**src/logic/rxfb_pkg.sv**
```systemverilog
package rxfb_pkg;

  // ==========================================================
  // Sizes
  localparam int REG_W = 16;
  localparam int ADDR_W = 4;
  localparam int NUM_BUF = 32;
  localparam int IRQ_W = 4;

  // ==========================================================
  // Register word indices on the plain register port
  localparam logic [ADDR_W-1:0] ADDR_FULL_LOW = 4'h0;
  localparam logic [ADDR_W-1:0] ADDR_FULL_HIGH = 4'h1;
  localparam logic [ADDR_W-1:0] ADDR_OVR_LOW = 4'h2;
  localparam logic [ADDR_W-1:0] ADDR_OVR_HIGH = 4'h3;
  localparam logic [ADDR_W-1:0] ADDR_IRQ_STATUS = 4'h4;
  localparam logic [ADDR_W-1:0] ADDR_IRQ_MASK = 4'h5;
  localparam logic [ADDR_W-1:0] ADDR_FULL_COUNT = 4'h6;
  localparam logic [ADDR_W-1:0] ADDR_FIRST_FULL = 4'h7;

  // ==========================================================
  // Reset values
  localparam logic [REG_W-1:0] FULL_RESET = 16'h0000;
  localparam logic [REG_W-1:0] OVR_RESET = 16'h0000;
  localparam logic [IRQ_W-1:0] IRQ_STATUS_RESET = 4'h0;
  localparam logic [IRQ_W-1:0] IRQ_MASK_RESET = 4'h0;
  localparam logic [REG_W-1:0] RDATA_IDLE = 16'h0000;

  // ==========================================================
  // Interrupt status bit positions
  localparam int IRQ_STORED = 0;
  localparam int IRQ_OVERRUN = 1;
  localparam int IRQ_ALL_FULL = 2;
  localparam int IRQ_RELEASED = 3;

  // First-full register: valid flag position
  localparam int FIRST_VALID_BIT = 15;

  // ==========================================================
  // One register request as seen in a cycle
  typedef struct packed {
    logic [ADDR_W-1:0] addr;
    logic [REG_W-1:0] wdata;
    logic wr;
    logic rd;
  } rxfb_reg_req_t;

endpackage

```
**src/logic/rxfb_top.sv**
```systemverilog
// The implementer's own choices: the placing of the registers and the plain strobed port.
`timescale 1ns/1ps

// ==========================================================
// Receive buffer full flags
module rxfb_top #(
  parameter int NUM_BUF = rxfb_pkg::NUM_BUF,
  parameter int REG_W = rxfb_pkg::REG_W
) (
  // Clock and reset
  input wire logic I_CLK_SYS,
  input wire logic I_SYS_RST,
  // Buffer-written strobes from the message store
  input wire logic [NUM_BUF-1:0] I_STORE_STB,
  // Register port
  input wire logic [rxfb_pkg::ADDR_W-1:0] I_REG_ADDR,
  input wire logic [REG_W-1:0] I_REG_WDATA,
  input wire logic I_REG_WR,
  input wire logic I_REG_RD,
  output logic [REG_W-1:0] O_REG_RDATA,
  // Flag state towards the receive logic
  output logic [NUM_BUF-1:0] O_FULL_FLAGS,
  // Interrupt
  output logic O_IRQ
);

  // ==========================================================
  // Elaboration checks
  if (NUM_BUF != 2 * REG_W) begin : g_bad_num
    $error("NUM_BUF must be two register widths");
  end
  if (REG_W != rxfb_pkg::REG_W) begin : g_bad_width
    $error("REG_W must match the package width");
  end

  // ==========================================================
  // Local sizes
  localparam int CNT_W = $clog2(NUM_BUF + 1);
  localparam int IDX_W = $clog2(NUM_BUF);
  localparam int IRQ_W = rxfb_pkg::IRQ_W;

  // ==========================================================
  // Declarations
  rxfb_pkg::rxfb_reg_req_t req;

  logic wr_full_low;
  logic wr_full_high;
  logic wr_ovr_low;
  logic wr_ovr_high;
  logic wr_irq_status;
  logic wr_irq_mask;

  logic [NUM_BUF-1:0] flag_clr;
  logic [NUM_BUF-1:0] flags;
  logic [NUM_BUF-1:0] overrun;

  logic [NUM_BUF-1:0] ovr_q;
  logic [NUM_BUF-1:0] ovr_clr;

  logic [IRQ_W-1:0] irq_event;
  logic [IRQ_W-1:0] irq_clr;
  logic [IRQ_W-1:0] irq_status;
  logic [IRQ_W-1:0] irq_mask;

  logic all_full_q;
  logic all_full_now;

  logic [CNT_W-1:0] count_d;
  logic [CNT_W-1:0] count_q;
  logic [IDX_W-1:0] first_d;
  logic first_valid_d;
  logic [IDX_W-1:0] first_q;
  logic first_valid_q;

  logic [REG_W-1:0] rdata_d;
  logic [REG_W-1:0] rdata_q;

  // ==========================================================
  // Request carrier
  assign req.addr = I_REG_ADDR;
  assign req.wdata = I_REG_WDATA;
  assign req.wr = I_REG_WR;
  assign req.rd = I_REG_RD;

  // ==========================================================
  // Write decode
  always_comb begin
    wr_full_low = 1'b0;
    wr_full_high = 1'b0;
    wr_ovr_low = 1'b0;
    wr_ovr_high = 1'b0;
    wr_irq_status = 1'b0;
    wr_irq_mask = 1'b0;
    if (req.wr) begin
      case (req.addr)
        rxfb_pkg::ADDR_FULL_LOW: begin
          wr_full_low = 1'b1;
        end
        rxfb_pkg::ADDR_FULL_HIGH: begin
          wr_full_high = 1'b1;
        end
        rxfb_pkg::ADDR_OVR_LOW: begin
          wr_ovr_low = 1'b1;
        end
        rxfb_pkg::ADDR_OVR_HIGH: begin
          wr_ovr_high = 1'b1;
        end
        rxfb_pkg::ADDR_IRQ_STATUS: begin
          wr_irq_status = 1'b1;
        end
        rxfb_pkg::ADDR_IRQ_MASK: begin
          wr_irq_mask = 1'b1;
        end
        default: begin
          // Read-only or unmapped: write ignored
        end
      endcase
    end
  end

  // ==========================================================
  // Flag clears: a zero bit clears, a one bit keeps
  always_comb begin
    flag_clr = '0;
    if (wr_full_low) begin
      flag_clr[REG_W-1:0] = ~req.wdata;
    end
    if (wr_full_high) begin
      flag_clr[NUM_BUF-1:REG_W] = ~req.wdata;
    end
  end

  // ==========================================================
  // Flag bank: flags are cleared only by the register write or by reset
  rxfb_flag_bank #(
    .NUM(NUM_BUF)
  ) u_flags (
    .i_clk(I_CLK_SYS),
    .i_rst(I_SYS_RST),
    .i_set(I_STORE_STB),
    .i_clr(flag_clr),
    .o_flags(flags),
    .o_overrun(overrun)
  );

  // ==========================================================
  // Overrun record: store into a still-full buffer, write one to clear
  always_comb begin
    ovr_clr = '0;
    if (wr_ovr_low) begin
      ovr_clr[REG_W-1:0] = req.wdata;
    end
    if (wr_ovr_high) begin
      ovr_clr[NUM_BUF-1:REG_W] = req.wdata;
    end
  end

  // Sticky overrun bits, a new overrun beats a clear
  always_ff @(posedge I_CLK_SYS) begin
    if (I_SYS_RST) begin
      ovr_q <= {rxfb_pkg::OVR_RESET, rxfb_pkg::OVR_RESET};
    end else begin
      ovr_q <= (ovr_q & ~ovr_clr) | overrun;
    end
  end

  // ==========================================================
  // All-full detection for its rising edge
  assign all_full_now = &flags;

  always_ff @(posedge I_CLK_SYS) begin
    if (I_SYS_RST) begin
      all_full_q <= 1'b0;
    end else begin
      all_full_q <= all_full_now;
    end
  end

  // ==========================================================
  // Interrupt events
  always_comb begin
    irq_event = '0;
    irq_event[rxfb_pkg::IRQ_STORED] = |I_STORE_STB;
    irq_event[rxfb_pkg::IRQ_OVERRUN] = |overrun;
    irq_event[rxfb_pkg::IRQ_ALL_FULL] = all_full_now & ~all_full_q;
    irq_event[rxfb_pkg::IRQ_RELEASED] = |(flag_clr & flags & ~I_STORE_STB);
  end

  // Status clear: write one to a bit
  always_comb begin
    irq_clr = '0;
    if (wr_irq_status) begin
      irq_clr = req.wdata[IRQ_W-1:0];
    end
  end

  rxfb_irq #(
    .W(IRQ_W)
  ) u_irq (
    .i_clk(I_CLK_SYS),
    .i_rst(I_SYS_RST),
    .i_event(irq_event),
    .i_status_clr(irq_clr),
    .i_mask_we(wr_irq_mask),
    .i_mask_wdata(req.wdata[IRQ_W-1:0]),
    .o_status(irq_status),
    .o_mask(irq_mask),
    .o_irq(O_IRQ)
  );

  // ==========================================================
  // Number of full buffers
  always_comb begin
    count_d = '0;
    for (int i = 0; i < NUM_BUF; i++) begin
      count_d = count_d + CNT_W'(flags[i]);
    end
  end

  // Lowest-numbered full buffer
  always_comb begin
    first_d = '0;
    first_valid_d = 1'b0;
    for (int i = NUM_BUF - 1; i >= 0; i--) begin
      if (flags[i]) begin
        first_d = IDX_W'(i);
        first_valid_d = 1'b1;
      end
    end
  end

  // Summary registers, one cycle behind the flags
  always_ff @(posedge I_CLK_SYS) begin
    if (I_SYS_RST) begin
      count_q <= '0;
      first_q <= '0;
      first_valid_q <= 1'b0;
    end else begin
      count_q <= count_d;
      first_q <= first_d;
      first_valid_q <= first_valid_d;
    end
  end

  // ==========================================================
  // Read mux, unmapped addresses read zero
  always_comb begin
    rdata_d = rxfb_pkg::RDATA_IDLE;
    case (req.addr)
      rxfb_pkg::ADDR_FULL_LOW: begin
        rdata_d = flags[REG_W-1:0];
      end
      rxfb_pkg::ADDR_FULL_HIGH: begin
        rdata_d = flags[NUM_BUF-1:REG_W];
      end
      rxfb_pkg::ADDR_OVR_LOW: begin
        rdata_d = ovr_q[REG_W-1:0];
      end
      rxfb_pkg::ADDR_OVR_HIGH: begin
        rdata_d = ovr_q[NUM_BUF-1:REG_W];
      end
      rxfb_pkg::ADDR_IRQ_STATUS: begin
        rdata_d = REG_W'(irq_status);
      end
      rxfb_pkg::ADDR_IRQ_MASK: begin
        rdata_d = REG_W'(irq_mask);
      end
      rxfb_pkg::ADDR_FULL_COUNT: begin
        rdata_d = REG_W'(count_q);
      end
      rxfb_pkg::ADDR_FIRST_FULL: begin
        rdata_d = REG_W'(first_q);
        rdata_d[rxfb_pkg::FIRST_VALID_BIT] = first_valid_q;
      end
      default: begin
        rdata_d = rxfb_pkg::RDATA_IDLE;
      end
    endcase
  end

  // Read data stands in the cycle after the strobe only
  always_ff @(posedge I_CLK_SYS) begin
    if (I_SYS_RST) begin
      rdata_q <= rxfb_pkg::RDATA_IDLE;
    end else if (req.rd) begin
      rdata_q <= rdata_d;
    end else begin
      rdata_q <= rxfb_pkg::RDATA_IDLE;
    end
  end

  // ==========================================================
  // Outputs
  assign O_REG_RDATA = rdata_q;
  assign O_FULL_FLAGS = flags;

endmodule

```
**src/logic/rxfb_flag_bank.sv**
```systemverilog
`timescale 1ns/1ps

// Bank of buffer-full flags, set by hardware, cleared by software
module rxfb_flag_bank #(
  parameter int NUM = 32
) (
  // Clock and reset
  input wire logic i_clk,
  input wire logic i_rst,
  // Set and clear requests, one bit per buffer
  input wire logic [NUM-1:0] i_set,
  input wire logic [NUM-1:0] i_clr,
  // Flag state and store-into-full indication
  output logic [NUM-1:0] o_flags,
  output logic [NUM-1:0] o_overrun
);

  logic [NUM-1:0] flag_q;

  // ==========================================================
  // One flag flop per buffer
  for (genvar g = 0; g < NUM; g++) begin : g_flag
    always_ff @(posedge i_clk) begin
      if (i_rst) begin
        flag_q[g] <= 1'b0;
      end else if (i_set[g]) begin
        flag_q[g] <= 1'b1;
      end else if (i_clr[g]) begin
        flag_q[g] <= 1'b0;
      end
    end
  end

  // Flag state straight from the flops
  assign o_flags = flag_q;
  // A store into a buffer still marked full
  assign o_overrun = i_set & flag_q;

endmodule

```
**src/logic/rxfb_irq.sv**
```systemverilog
`timescale 1ns/1ps

// Sticky event status, mask and one level interrupt
module rxfb_irq #(
  parameter int W = 4
) (
  // Clock and reset
  input wire logic i_clk,
  input wire logic i_rst,
  // Event pulses from the block
  input wire logic [W-1:0] i_event,
  // Write-one-to-clear of status bits
  input wire logic [W-1:0] i_status_clr,
  // Mask write
  input wire logic i_mask_we,
  input wire logic [W-1:0] i_mask_wdata,
  // State and interrupt
  output logic [W-1:0] o_status,
  output logic [W-1:0] o_mask,
  output logic o_irq
);

  logic [W-1:0] status_q;
  logic [W-1:0] status_d;
  logic [W-1:0] mask_q;
  logic irq_q;

  // Set wins over a clear in the same cycle
  assign status_d = (status_q & ~i_status_clr) | i_event;

  // Sticky status register
  always_ff @(posedge i_clk) begin
    if (i_rst) begin
      status_q <= rxfb_pkg::IRQ_STATUS_RESET;
    end else begin
      status_q <= status_d;
    end
  end

  // Mask register
  always_ff @(posedge i_clk) begin
    if (i_rst) begin
      mask_q <= rxfb_pkg::IRQ_MASK_RESET;
    end else if (i_mask_we) begin
      mask_q <= i_mask_wdata;
    end
  end

  // Registered interrupt level
  always_ff @(posedge i_clk) begin
    if (i_rst) begin
      irq_q <= 1'b0;
    end else begin
      irq_q <= |(status_q & mask_q);
    end
  end

  assign o_status = status_q;
  assign o_mask = mask_q;
  assign o_irq = irq_q;

endmodule

```
**config.mk**
```make
export PLATFORM = sky130hd
export DESIGN_NAME = rxfb_top
export DESIGN_NICKNAME = d
export VERILOG_FILES = /design/src/logic/rxfb_pkg.sv /design/src/logic/rxfb_top.sv /design/src/logic/rxfb_flag_bank.sv /design/src/logic/rxfb_irq.sv
export SDC_FILE = /design/constraint.sdc
export NUM_CORES = 1
export LEC_CHECK = 0
export ABC_CLOCK_PERIOD_IN_PS = 5600
export BUFFER_PORTS_ARGS = -buffer_cell sky130_fd_sc_hd__buf_2
export CAP_MARGIN = 0
export CORE_MARGIN = 3
export CORE_UTILIZATION = 50
export CTS_CLUSTER_DIAMETER = 100
export DETAILED_ROUTE_END_ITERATION = 6
export GPL_ROUTABILITY_DRIVEN = 1
export PLACE_DENSITY = 0.77
export SLEW_MARGIN = 20
export SYNTH_ARGS = -nofsm -noshare
export SYNTH_HDL_FRONTEND = slang
export SYNTH_SLANG_ARGS = --single-unit
```
**constraint.sdc**
```tcl
create_clock -name I_CLK_SYS -period 5.6 [get_ports I_CLK_SYS]
set_input_delay 0 -clock I_CLK_SYS [delete_from_list [all_inputs] [get_ports I_CLK_SYS]]
set_output_delay 0 -clock I_CLK_SYS [all_outputs]
set_load 0.1 [all_outputs]
```
==> results of run 1 <==
[final cells by class]
class | instances | area, um2
Sequential cell | 102 | 2040
Fill cell | 963 | 4100
Inverter | 74 | 278
Clock buffer | 11 | 243
Timing Repair Buffer | 145 | 916
Clock inverter | 5 | 66.3
Tap cell | 140 | 175
Multi-Input combinational cell | 496 | 3120
[kinds of logic (layout without fill, tap and decap cells)]
family / count (synthesis) / count (layout) / synth area share, %
adders and majority gates: 32 / 32 / 10.3
and+or+nand+nor: 253 / 253 / 20.8
AOI/OAI and AO/OA: 192 / 192 / 20.1
buffers and inverters: 121 / 235 / 8.62
xor gates and xnor gates: 3 / 3 / 0.466
muxes: 16 / 16 / 3.57
DFF: 102 / 102 / 36.2
[path summary, 6_finish.rpt]
| kind | slack (ns) | from | endpoint |
|---|---|---|---|
| setup / recovery | 0.61 | u_flags.o_flags[23]$_SDFFE_PP0P_ | count_q[4]$_SDFF_PP0_ |
| hold / removal | 0.008 | I_STORE_STB[17] | u_flags.o_flags[17]$_SDFFE_PP0P_ |
| setup reg to reg | 0.61 | u_flags.o_flags[23]$_SDFFE_PP0P_ | count_q[4]$_SDFF_PP0_ |
| hold reg to reg | 0.46 | ovr_q[10]$_SDFF_PP0_ | ovr_q[10]$_SDFF_PP0_ |
[placed cells by master, fill, tap and decap left out, types with 3 or more instances in the layout]
| master | instances |
|---|---|
| sky130_fd_sc_hd__mux2_2 | 3 |
| sky130_fd_sc_hd__mux2i_1 | 10 |
| sky130_fd_sc_hd__buf_4 | 6 |
| sky130_fd_sc_hd__xor2_1 | 3 |
| sky130_fd_sc_hd__nor2_1 | 60 |
| sky130_fd_sc_hd__a21oi_1 | 95 |
| sky130_fd_sc_hd__clkbuf_16 | 9 |
| sky130_fd_sc_hd__nor3b_1 | 5 |
| sky130_fd_sc_hd__dlygate4sd3_1 | 35 |
| sky130_fd_sc_hd__a222oi_1 | 10 |
| sky130_fd_sc_hd__fa_1 | 24 |
| sky130_fd_sc_hd__a21o_1 | 3 |
| sky130_fd_sc_hd__dfxtp_1 | 102 |
| sky130_fd_sc_hd__o21ai_0 | 43 |
| sky130_fd_sc_hd__inv_1 | 74 |
| sky130_fd_sc_hd__mux4_2 | 3 |
| sky130_fd_sc_hd__nor4_1 | 21 |
| sky130_fd_sc_hd__ha_1 | 8 |
| sky130_fd_sc_hd__a22oi_1 | 17 |
| sky130_fd_sc_hd__and2_1 | 5 |
| sky130_fd_sc_hd__nand4_1 | 21 |
| sky130_fd_sc_hd__buf_2 | 104 |
| sky130_fd_sc_hd__nand3_1 | 3 |
| sky130_fd_sc_hd__nor3_1 | 4 |
| sky130_fd_sc_hd__a31oi_1 | 3 |
| sky130_fd_sc_hd__nand2_1 | 119 |
[metal layers]
metal	vias to the layer above	wire length [um]	share of wire (%)	GRT usage, %
met4	0	1020	4.6	16.8
met5	-	0	0	0
met2	446	10300	47	57.6
li1	2690	-	-	-
met3	74	2430	11	7.76
met1	2858	8280	38	44.4
[state kept, by name, summed over array words and instances (netlist names), 4 cells and up]
register	flops
O_REG_RDATA	16
u_flags.o_flags	32
u_irq.o_status	4
u_irq.o_mask	4
count_q	6
first_q	5
ovr_q	32
[critical path: stages (launching register included)]
cell                      delay [ns]
sky130_fd_sc_hd__dfxtp_1        0.51
sky130_fd_sc_hd__inv_1          0.11
sky130_fd_sc_hd__fa_1           0.51
sky130_fd_sc_hd__fa_1           0.51
sky130_fd_sc_hd__inv_1          0.05
sky130_fd_sc_hd__fa_1           0.49
sky130_fd_sc_hd__inv_1          0.06
sky130_fd_sc_hd__fa_1           0.47
sky130_fd_sc_hd__fa_1           0.51
sky130_fd_sc_hd__fa_1           0.40
sky130_fd_sc_hd__inv_1          0.07
sky130_fd_sc_hd__ha_1           0.17
sky130_fd_sc_hd__inv_1          0.07
sky130_fd_sc_hd__fa_1           0.47
sky130_fd_sc_hd__inv_1          0.09
sky130_fd_sc_hd__a21o_1         0.11
sky130_fd_sc_hd__a21oi_1        0.07
sky130_fd_sc_hd__xor2_1         0.14
sky130_fd_sc_hd__nor2_1         0.05
[per-stage QoR]
stage          area (um2)  utilization (%)  hold slack [ns]
6_report             6840             62.6          0.00773
4_1_cts              6840             62.6          0.00281
3_5_place_dp         6180             56.5            0.281
2_1_floorplan        5640                -            0.129
3_3_place_gp         6180             56.5            0.273
5_1_grt              6840             62.6          0.00486
[where the power goes]
part / internal (mW) / switching [mW]
Sequential: 0.783 / 0.0672
Clock: 0.364 / 0.299
Combinational: 0.430 / 0.670
Total: 1.58 / 1.04
==> results summary, run 1 <==
The remaining number of nets flagged by the antenna check after routing is 0. The final worst clock skew came out at slightly above 0.009 ns. Subtracting the final worst setup slack from the clock period gives between 4 and 5 ns. The synthesis-to-layout area growth is 21.2%. The aggregate global-route resource usage is 35.3%. The largest fanout of any net on the critical path came out at 10.

The cell count of the worst reg-to-reg path came out at 18. Yosys instantiated no cell more often than sky130_fd_sc_hd__nand2_1. Cells with a size suffix above 1 make up ~16% of the layout. The number of vias in the routed layout is 6068. The achievable clock frequency came out at 0.200 GHz. The number of flops mapped to enable cells by yosys is 0. The cts-stage hold buffer count came out at 35.

The post-route non-filler standard cell count came out at approximately 1000. The number of standard-cell rows in the floorplan came out at 38. For this design the ratio of total power to cell area is roughly 380 nW/um2. The worst path required time came out at just under 6 ns.

At the pin with the least slew margin, the transition time is 1.10 ns. The average wire per cell in the routed design came out at 22.7 um. The via count of the first global-routing pass is 5850.

The maximum level of the CTS H-tree is 3. Across the run, the number of max-cap violations was 0. The number of buffers inserted during clock tree synthesis came out at 9. The final hold violation count came out at 0. The width of the die is roughly 110 um. The cell count after synthesis came out at 719. The post-cts gate resize count is 0.

The initial core utilization is 51.6%. Summing every instance area after synthesis gives 5640 um2. The number of port buffers is 104. Counting instances in the post-synthesis netlist gives the leading cell types as sky130_fd_sc_hd__nand2_1, sky130_fd_sc_hd__dfxtp_1, sky130_fd_sc_hd__a21oi_1. Averaged over all synthesized cells, the footprint is roughly 8 um2. The global-route wire length before repair is around 34 mm.

The root buffer cell chosen for the clock tree is sky130_fd_sc_hd__clkbuf_16. The setup slack of the critical path after layout came out at slightly above 0.6 ns. The kind of critical path is register to register.

At the placement stage, the worst setup path has a slack of just under 0.6 ns. The worst setup path is launched from a register. The register area share after synthesis came out at a little over a third. The vias per cell came out at slightly above 6.

The vertical die dimension came out at ~110 um. The flow ran to the end, but the final reports show violations. The number of warnings printed during yosys synthesis came out at 0. The relative max-transition margin came out at 26.3%. The die area is around 13000 um2.

The proportion of synthesized flip-flops having asynchronous set or reset came out at 0%. Clock latency on the worst-skew pair, taken at its later pin, is approximately 0.37 ns. The cell count after placement came out at between 900 and 1000. The TritonCTS clock tree is yes. The worst endpoint data arrival time came out at 5.22 ns. The area share of the largest cell type after synthesis came out at between 30% and 40%. The maximum clock path buffer count is 2. The checks that failed: design-rule violations. The placeable core region came out at ~11000 um2.

The final-report max-slew violation count came to 0. The number of detailed-routing iterations run before antenna repair is 7. The final global-route overflow total is 0. Once the clock tree was built, the setup fixing pass inserted 0 buffers. In this run the count of I/O pins placed on the die edge is 105. The ratio of final minimum period to clock period came out at 89.1%. The class of the most critical hold timing path is input pin to register. The cell depth of the worst hold path is 3. Entering global routing, the biggest net connects just under 90 pins.

The diode insertion count for antenna repair came out at 0. The clock slew seen by the registers of the worst setup and hold paths came out at about 0.070 ns. The wire length reported by the detailed router is roughly 22 mm. The number of nets in the synthesized netlist is 807. The worst ir drop on vdd came out at 0.287 mV. The net count reported at finish came out at a little over 900. The overall power of the completed layout is between 2 and 3 mW. The number of DRC violations after detailed routing came out at 10. The clock sink total is 102. The final weighted congestion in routability-driven placement came out at 1.02. The final count of negative-setup-slack endpoints came out at 0.

The violation count after the first detailed-routing iteration is 942. The dominant cell type by area after synthesis is sky130_fd_sc_hd__dfxtp_1. The number of antenna violations at the first check in global routing came out at 0. The post-synthesis sequential element count came out at just over 100.

The top flip-flop cell by instance count after synthesis is sky130_fd_sc_hd__dfxtp_1. The sort of element at the end of the critical path is a register. The final HPWL from detailed placement is 16.0 mm. Summed over all cells, the static leakage comes to 2.93 nW. For the final routed database, the setup TNS stands at 0 ns. Counting distinct cell types in the post-synthesis netlist gives 53.

Setup repair after global routing left no endpoint under its margin. After synthesis, the cell types taking the most area are sky130_fd_sc_hd__dfxtp_1, sky130_fd_sc_hd__fa_1, sky130_fd_sc_hd__a21oi_1.
(Power assumes the default switching activity.)
==> run 2, diff against run 1 <==
--- a/config.mk
+++ b/config.mk
@@ -5,7 +5,7 @@
 export SDC_FILE = /design/constraint.sdc
 export NUM_CORES = 1
 export LEC_CHECK = 0
-export ABC_CLOCK_PERIOD_IN_PS = 5600
+export ABC_CLOCK_PERIOD_IN_PS = 4700
 export BUFFER_PORTS_ARGS = -buffer_cell sky130_fd_sc_hd__buf_2
 export CAP_MARGIN = 0
 export CORE_MARGIN = 3
==> constraint.sdc (replaced) <==
create_clock -name I_CLK_SYS -period 4.7 [get_ports I_CLK_SYS]
set_input_delay 0 -clock I_CLK_SYS [delete_from_list [all_inputs] [get_ports I_CLK_SYS]]
set_output_delay 0 -clock I_CLK_SYS [all_outputs]
set_load 0.1 [all_outputs]
==> results summary, run 2 (same netlist as run 1, synthesis figures left out) <==
The flow ran to the end, but the final reports show violations. The checks that failed: design-rule violations. The utilization after layout is roughly two thirds.

In this run the critical register-to-register path is captured at count_q[4]$_SDFF_PP0_. Setup repair after global routing could not meet its margin everywhere. The largest net degree at the start of global routing came out at 57. The diode insertion count for antenna repair is 0. The ratio of final minimum period to clock period is 97.8%. The leakage power of the design came out at 3.06 nW. The top cell types in the final layout, fill and taps aside, are sky130_fd_sc_hd__nand2_1, sky130_fd_sc_hd__buf_2, sky130_fd_sc_hd__a21oi_1. The worst hold path terminates at ovr_q[30]$_SDFF_PP0_. Input and output buffers added on the ports amount to about 100. The worst setup path is captured at a register. The number of detailed-routing iterations run before antenna repair is 7. The largest fanout of any net on the critical path is 2.

The number of buffers inserted during clock tree synthesis came out at 9. The via count of the first global-routing pass is roughly 6000. The worst endpoint data arrival time is between 4 and 5 ns. After floorplanning, the core was divided into 38 placement rows. CTS saw 102 sinks.

The relative max-transition margin is between 30% and 40%. The width of the die came out at 112 um. The worst ir drop on vdd came out at between 0.4 and 0.5 mV. The vias per cell is between 6 and 7.

The setup slack of the critical path after layout is 0.102 ns. The final-report max-slew violation count came out at 0. The synthesis-to-layout area growth is 25.6%. Summed over all layers, the routed wires come to roughly 22 mm. The aggregate global-route resource usage is between 30% and 40%. The register-to-register path setup slack is ~0.10 ns. The share of cells above drive strength 1 came out at between 20% and 30%.

Clock latency on the worst-skew pair, taken at its later pin, is 0.36 ns. The worst hold slack is roughly 0.0095 ns. The die area came out at ~13000 um2. The achievable clock frequency came out at between 0.2 and 0.25 GHz.

The slew of the pin with the lowest slew margin came out at around 0.94 ns. The critical hold path startpoint is I_REG_WDATA[14]. The remaining number of nets flagged by the antenna check after routing is 0.

The global-route wire length before repair is about 34 mm. The origin of the critical flop-to-flop path is u_flags.o_flags[21]$_SDFFE_PP0P_. The tool flagged a number of max-cap violations equal to 0. The initial utilization of the core area, before any placement, comes to about half. The final HPWL from detailed placement is 16.4 mm.

The congestion estimate from routability-driven global placement came to 1.03. The net count of the finished layout is 940. The worst path required time came out at just under 5 ns.

The number of antenna violations at the first check in global routing is 0. The kind of critical path is register to register. In this run the vertical extent of the chip is 112 um. between 100 and 150 I/O pins were placed. The maximum level of the CTS H-tree came out at 3. The root cell of the clock tree is sky130_fd_sc_hd__clkbuf_16.

STA classifies the critical path startpoint as a register. The cell depth of the worst hold path came out at 4. The placeable core region came out at approximately 11000 um2.

The cell count of the worst reg-to-reg path came out at 18. The summed negative setup slack over all endpoints came out at 0 ns. The setup slack after placement came out at -0.00778 ns. The clock passes through at most 2 buffers.

The final worst clock skew is 0.00914 ns. After detailed routing, the average wire length per cell comes to 22.0 um. The post-route minimum period is 4.60 ns. In this run the power density over the cells is ~460 nW/um2. In this run the worst hold path is classified as input pin to register.

The number of vias in the routed layout is 6250. The number of DRC violations after detailed routing is 2. After the first detailed-routing iteration, the DRC count stood at a little over 900. TritonCTS built the clock tree. Summed over all layers, the global routing overflow is 0. The final hold violation count came out at 0.

The most frequent standard cell in the layout excluding fill and tap cells is sky130_fd_sc_hd__nand2_1. The clock slew seen by the registers of the worst setup and hold paths is roughly 0.07 ns. The final count of negative-setup-slack endpoints is 0.
-- run 2: cell count changes in the layout (fill, tap and decap cells not counted), sizes merged --
cell | previous run | this run
buf | 110 | 134
inv | 76 | 77
clkinvlp | 1 | 0
-- run 2: cell type report --
type / count / area [um2]
Tap cell: 140 / 175
Inverter: 74 / 278
Clock buffer: 11 / 253
Multi-Input combinational cell: 496 / 3140
Fill cell: 933 / 3840
Timing Repair Buffer: 169 / 1110
Sequential cell: 102 / 2080
Clock inverter: 5 / 62.6
-- run 2: worst max-delay path by stage --
| stage | startpoint | endpoint | cells after the start |
|---|---|---|---|
| final | u_flags.o_flags[21]$_SDFFE_PP0P_ | count_q[4]$_SDFF_PP0_ | 18 |
| after detailed placement | u_flags.o_flags[25]$_SDFFE_PP0P_ | count_q[5]$_SDFF_PP0_ | 16 |
| after CTS | u_flags.o_flags[23]$_SDFFE_PP0P_ | count_q[4]$_SDFF_PP0_ | 18 |
| after floorplan | u_flags.o_flags[27]$_SDFFE_PP0P_ | count_q[4]$_SDFF_PP0_ | 19 |
| after global placement | u_flags.o_flags[25]$_SDFFE_PP0P_ | count_q[4]$_SDFF_PP0_ | 18 |
| after global routing | u_flags.o_flags[21]$_SDFFE_PP0P_ | count_q[4]$_SDFF_PP0_ | 18 |
-- run 2: worst max-delay path: stages (launching register included) --
cell	delay, ns
sky130_fd_sc_hd__dfxtp_2	0.33
sky130_fd_sc_hd__fa_1	0.55
sky130_fd_sc_hd__inv_2	0.04
sky130_fd_sc_hd__fa_1	0.51
sky130_fd_sc_hd__inv_2	0.04
sky130_fd_sc_hd__fa_1	0.48
sky130_fd_sc_hd__inv_1	0.05
sky130_fd_sc_hd__fa_1	0.49
sky130_fd_sc_hd__fa_1	0.43
sky130_fd_sc_hd__fa_1	0.49
sky130_fd_sc_hd__inv_1	0.04
sky130_fd_sc_hd__ha_2	0.17
sky130_fd_sc_hd__inv_2	0.05
sky130_fd_sc_hd__fa_2	0.21
sky130_fd_sc_hd__inv_2	0.03
sky130_fd_sc_hd__a21o_1	0.15
sky130_fd_sc_hd__a21oi_2	0.16
sky130_fd_sc_hd__xor2_1	0.20
sky130_fd_sc_hd__nor2_1	0.05
-- run 2: report_power, final --
group          internal (mW)  switching (mW)
Clock                  0.448           0.352
Combinational          0.606           0.876
Sequential             0.933          0.0524
-- run 2: per-layer routing --
| metal | part of all wire (%) | routed length, um | global-route usage, % |
|---|---|---|---|
| met4 | 6.0 | 1310 | 18.3 |
| met2 | 45 | 9920 | 56.0 |
| met1 | 36 | 7970 | 43.6 |
| met5 | 0 | 0 | 0 |
| met3 | 12 | 2730 | 9.00 |
-- run 2: repair_timing --
item	in CTS	in global routing
pin swaps	0	5
endpoints found under the hold margin	53	0
hold buffers	35	0
setup endpoints to repair	2	3
buffers inserted	1	5
resized for setup	1	5
-- run 2: through the flow --
stage          total power [mW]  std cells  instance area (um2)
2_1_floorplan              2.01        719                 5720
3_3_place_gp               2.27        939                 6350
3_5_place_dp               2.35        939                 6350
4_1_cts                    3.19        991                 7030
5_1_grt                    3.49        997                 7090
6_report                   3.27        997                 7090
==> run 3, diff against run 2 <==
--- a/config.mk
+++ b/config.mk
@@ -14,6 +14,7 @@
 export DETAILED_ROUTE_END_ITERATION = 6
 export GPL_ROUTABILITY_DRIVEN = 1
 export PLACE_DENSITY = 0.77
+export REMOVE_ABC_BUFFERS = 1
 export SLEW_MARGIN = 20
 export SYNTH_ARGS = -nofsm -noshare
 export SYNTH_HDL_FRONTEND = slang
==> results summary, run 3 (same netlist as run 1, synthesis figures left out) <==
The clock sink total came out at roughly 100. The setup path with the least slack is of type register to register. Summed over all cells, the static leakage comes to slightly above 3 nW. The number of top-level pins is approximately 110. The fraction of power consumed by combinational cells came out at around 46%.

Of the cells placed in the final design, the portion with a size suffix greater than 1 is between 10% and 20%. The placeable core region is between 10000 and 15000 um2. The width of the die came out at around 110 um. The final-report max-slew violation count came to 0.

TritonCTS built the clock tree. The achievable clock frequency is between 0.2 and 0.25 GHz. The switching power total is approximately 1.3 mW. The library cell used most frequently in the layout, excluding fill and tap cells, is sky130_fd_sc_hd__nand2_1. The library cells used most frequently in the layout, excluding fill and tap cells, are sky130_fd_sc_hd__nand2_1, sky130_fd_sc_hd__buf_2, sky130_fd_sc_hd__dfxtp_1. Timing analysis after detailed placement gives a worst setup slack of between 0.006 and 0.007 ns.

The worst endpoint data arrival time is approximately 4.8 ns. Traced cell by cell, the critical path runs through fa_1 > inv_2 > fa_1 > inv_1 > fa_1 > fa_1 > inv_1 > fa_1 > fa_1 > inv_1 > ha_1 > a21o_1 > a21oi_1 > inv_1 > a21oi_1 > nor3b_1. The clock slew seen by the registers of the worst setup and hold paths came out at ~0.06 ns. The number of buffers inserted during clock tree synthesis came out at 9. The worst path required time is about 5 ns. The internal portion of total power is slightly below 2 mW. The die area came out at between 10000 and 15000 um2. The vertical die dimension came out at between 100 and 150 um. The power density over cell area came out at between 400 and 500 nW/um2.

The path class of the tightest hold or removal check is input pin to register. The aggregate global-route resource usage came out at 34.6%. The net count reported at finish is between 900 and 1000. The most numerous cell on the critical path is sky130_fd_sc_hd__fa_1.

The startpoint kind of the worst setup timing path is a register. The number of vias in the routed layout came out at 6341. The worst setup path is captured at a register.

The number of detailed-routing iterations run before antenna repair came out at 6. The slew of the pin with the lowest slew margin is about 1.2 ns. The final worst clock skew is ~0.011 ns. The summed negative setup slack over all endpoints is 0 ns. For this design, the slowest cell found on the critical path is sky130_fd_sc_hd__fa_1. The largest fanout of any net on the critical path came out at 2. The global-route wire length before repair came out at 33.8 mm. The wire length reported by the detailed router is between 20 and 25 mm. The post-route minimum period came out at between 4 and 5 ns. The longest clock path from root to sink contains 2 buffers.

The number of port buffers is approximately 100. The remaining number of nets flagged by the antenna check after routing came out at 0. The diode insertion count for antenna repair came out at 0. The critical path contains buffers and inverters numbering 5 combined. The final global-route overflow total came out at 0. The synthesis-to-layout area growth is 23.7%. The clock insertion delay at the later pin of the skew report came out at 0.35 ns. The worst ir drop on vdd came out at around 0.38 mV. Of the total power, the share spent switching nets is between 30% and 40%. For this run, the slowest stage of the critical path takes approximately 0.55 ns.

The setup slack of the critical path after layout came out at 0.102 ns. The flow ran to the end, and the final reports show no timing, DRC or antenna violations. Across the run, the number of max-cap violations was 0. The largest net degree at the start of global routing is 64. The post-route standard cell area excluding fillers came out at ~7000 um2. In this run the clock root is driven by a sky130_fd_sc_hd__clkbuf_16. The average wire per cell in the routed design came out at roughly 22 um. The post-route non-filler standard cell count came out at 992. The cell area after placement is approximately 6300 um2. The number of antenna violations at the first check in global routing is 0. Detailed placement finished with a half-perimeter wire length of between 15 and 20 mm. The via count of the first global-routing pass is approximately 6300.

Sequential cells burn about 31% of the power. Dividing the final minimum period by the clock period gives between 90% and 100%. The final hold violation count is 0.

In this run the number of H-tree levels came out at 3. The violation count after the first detailed-routing iteration came out at between 800 and 900. The number of standard-cell rows in the floorplan is 38.

The initial core utilization came out at between 50% and 60%. The congestion estimate from routability-driven global placement came to approximately 1. The clock network accounts for a little under a quarter of the total power. In the routed layout, each cell is associated on average with a via count of 6.39.

The number of DRC violations after detailed routing came out at 0. The cell count after placement is about 940. Setup repair after global routing could not meet its margin everywhere. The final count of negative-setup-slack endpoints came out at 0. The relative max-transition margin is between 10% and 20%. The largest delay contributor family on the critical path is adder cells.
run 3: through the flow:
step / power [mW] / hold WS, ns / utilization [%]
floorplan: 1.93 / 0.0667 / -
finish: 3.21 / 0.0154 / 63.8
global placement: 2.22 / 0.275 / 58.0
detailed placement: 2.29 / 0.275 / 58.0
global route: 3.40 / 0.0144 / 63.8
CTS: 3.07 / 0.00523 / 63.5
run 3: tightest hold or removal path, delay by kind of cell:
family	cells	cell delay (ns)
buf+inv	2	0.20
compound gates	1	0.10
run 3: power groups by stage:
stage / Clock (mW) / Combinational (mW) / Sequential (mW)
6_report: 0.764 / 1.46 / 0.981
2_1_floorplan: 0 / 0.781 / 1.15
3_5_place_dp: 0 / 1.29 / 0.998
4_1_cts: 0.759 / 1.33 / 0.979
5_1_grt: 0.798 / 1.62 / 0.985
3_3_place_gp: 0 / 1.22 / 0.995
run 3: per-layer routing:
metal,vias to the layer above,global-route usage [%],wire length (um)
met4,0,22.8,1460
met3,140,8.14,2910
met2,593,54.0,9820
li1,2723,-,-
met5,-,0,0
met1,2885,42.7,7670
run 3: worst paths after layout:
| path | slack [ns] | depth (start not counted) | endpoint | startpoint |
|---|---|---|---|---|
| min | 0.02 | 3 | u_flags.o_flags[17]$_SDFFE_PP0P_ | I_STORE_STB[17] |
| max reg2reg | 0.10 | 16 | count_q[5]$_SDFF_PP0_ | u_flags.o_flags[17]$_SDFFE_PP0P_ |
| max | 0.10 | 16 | count_q[5]$_SDFF_PP0_ | u_flags.o_flags[17]$_SDFFE_PP0P_ |
| min reg2reg | 0.46 | 2 | ovr_q[1]$_SDFF_PP0_ | ovr_q[1]$_SDFF_PP0_ |
run 3: layout make-up:
class / count / area (um2)
fillers: 962 / 3960
multi-input cells: 496 / 3130
flip-flops and latches: 102 / 2040
repair buffers: 164 / 1050
inverters: 74 / 278
clock buffers: 9 / 225
well taps: 140 / 175
clock inverters: 7 / 73.8
run 3: what timing repair did:
item | 4_1_cts | 5_1_grt
endpoints found under the setup margin | 1 | 3
hold buffers | 30 | 0
gates resized for setup | 1 | 7
pin swaps | 0 | 8
setup buffers | 0 | 2
hold endpoints to repair | 44 | 0
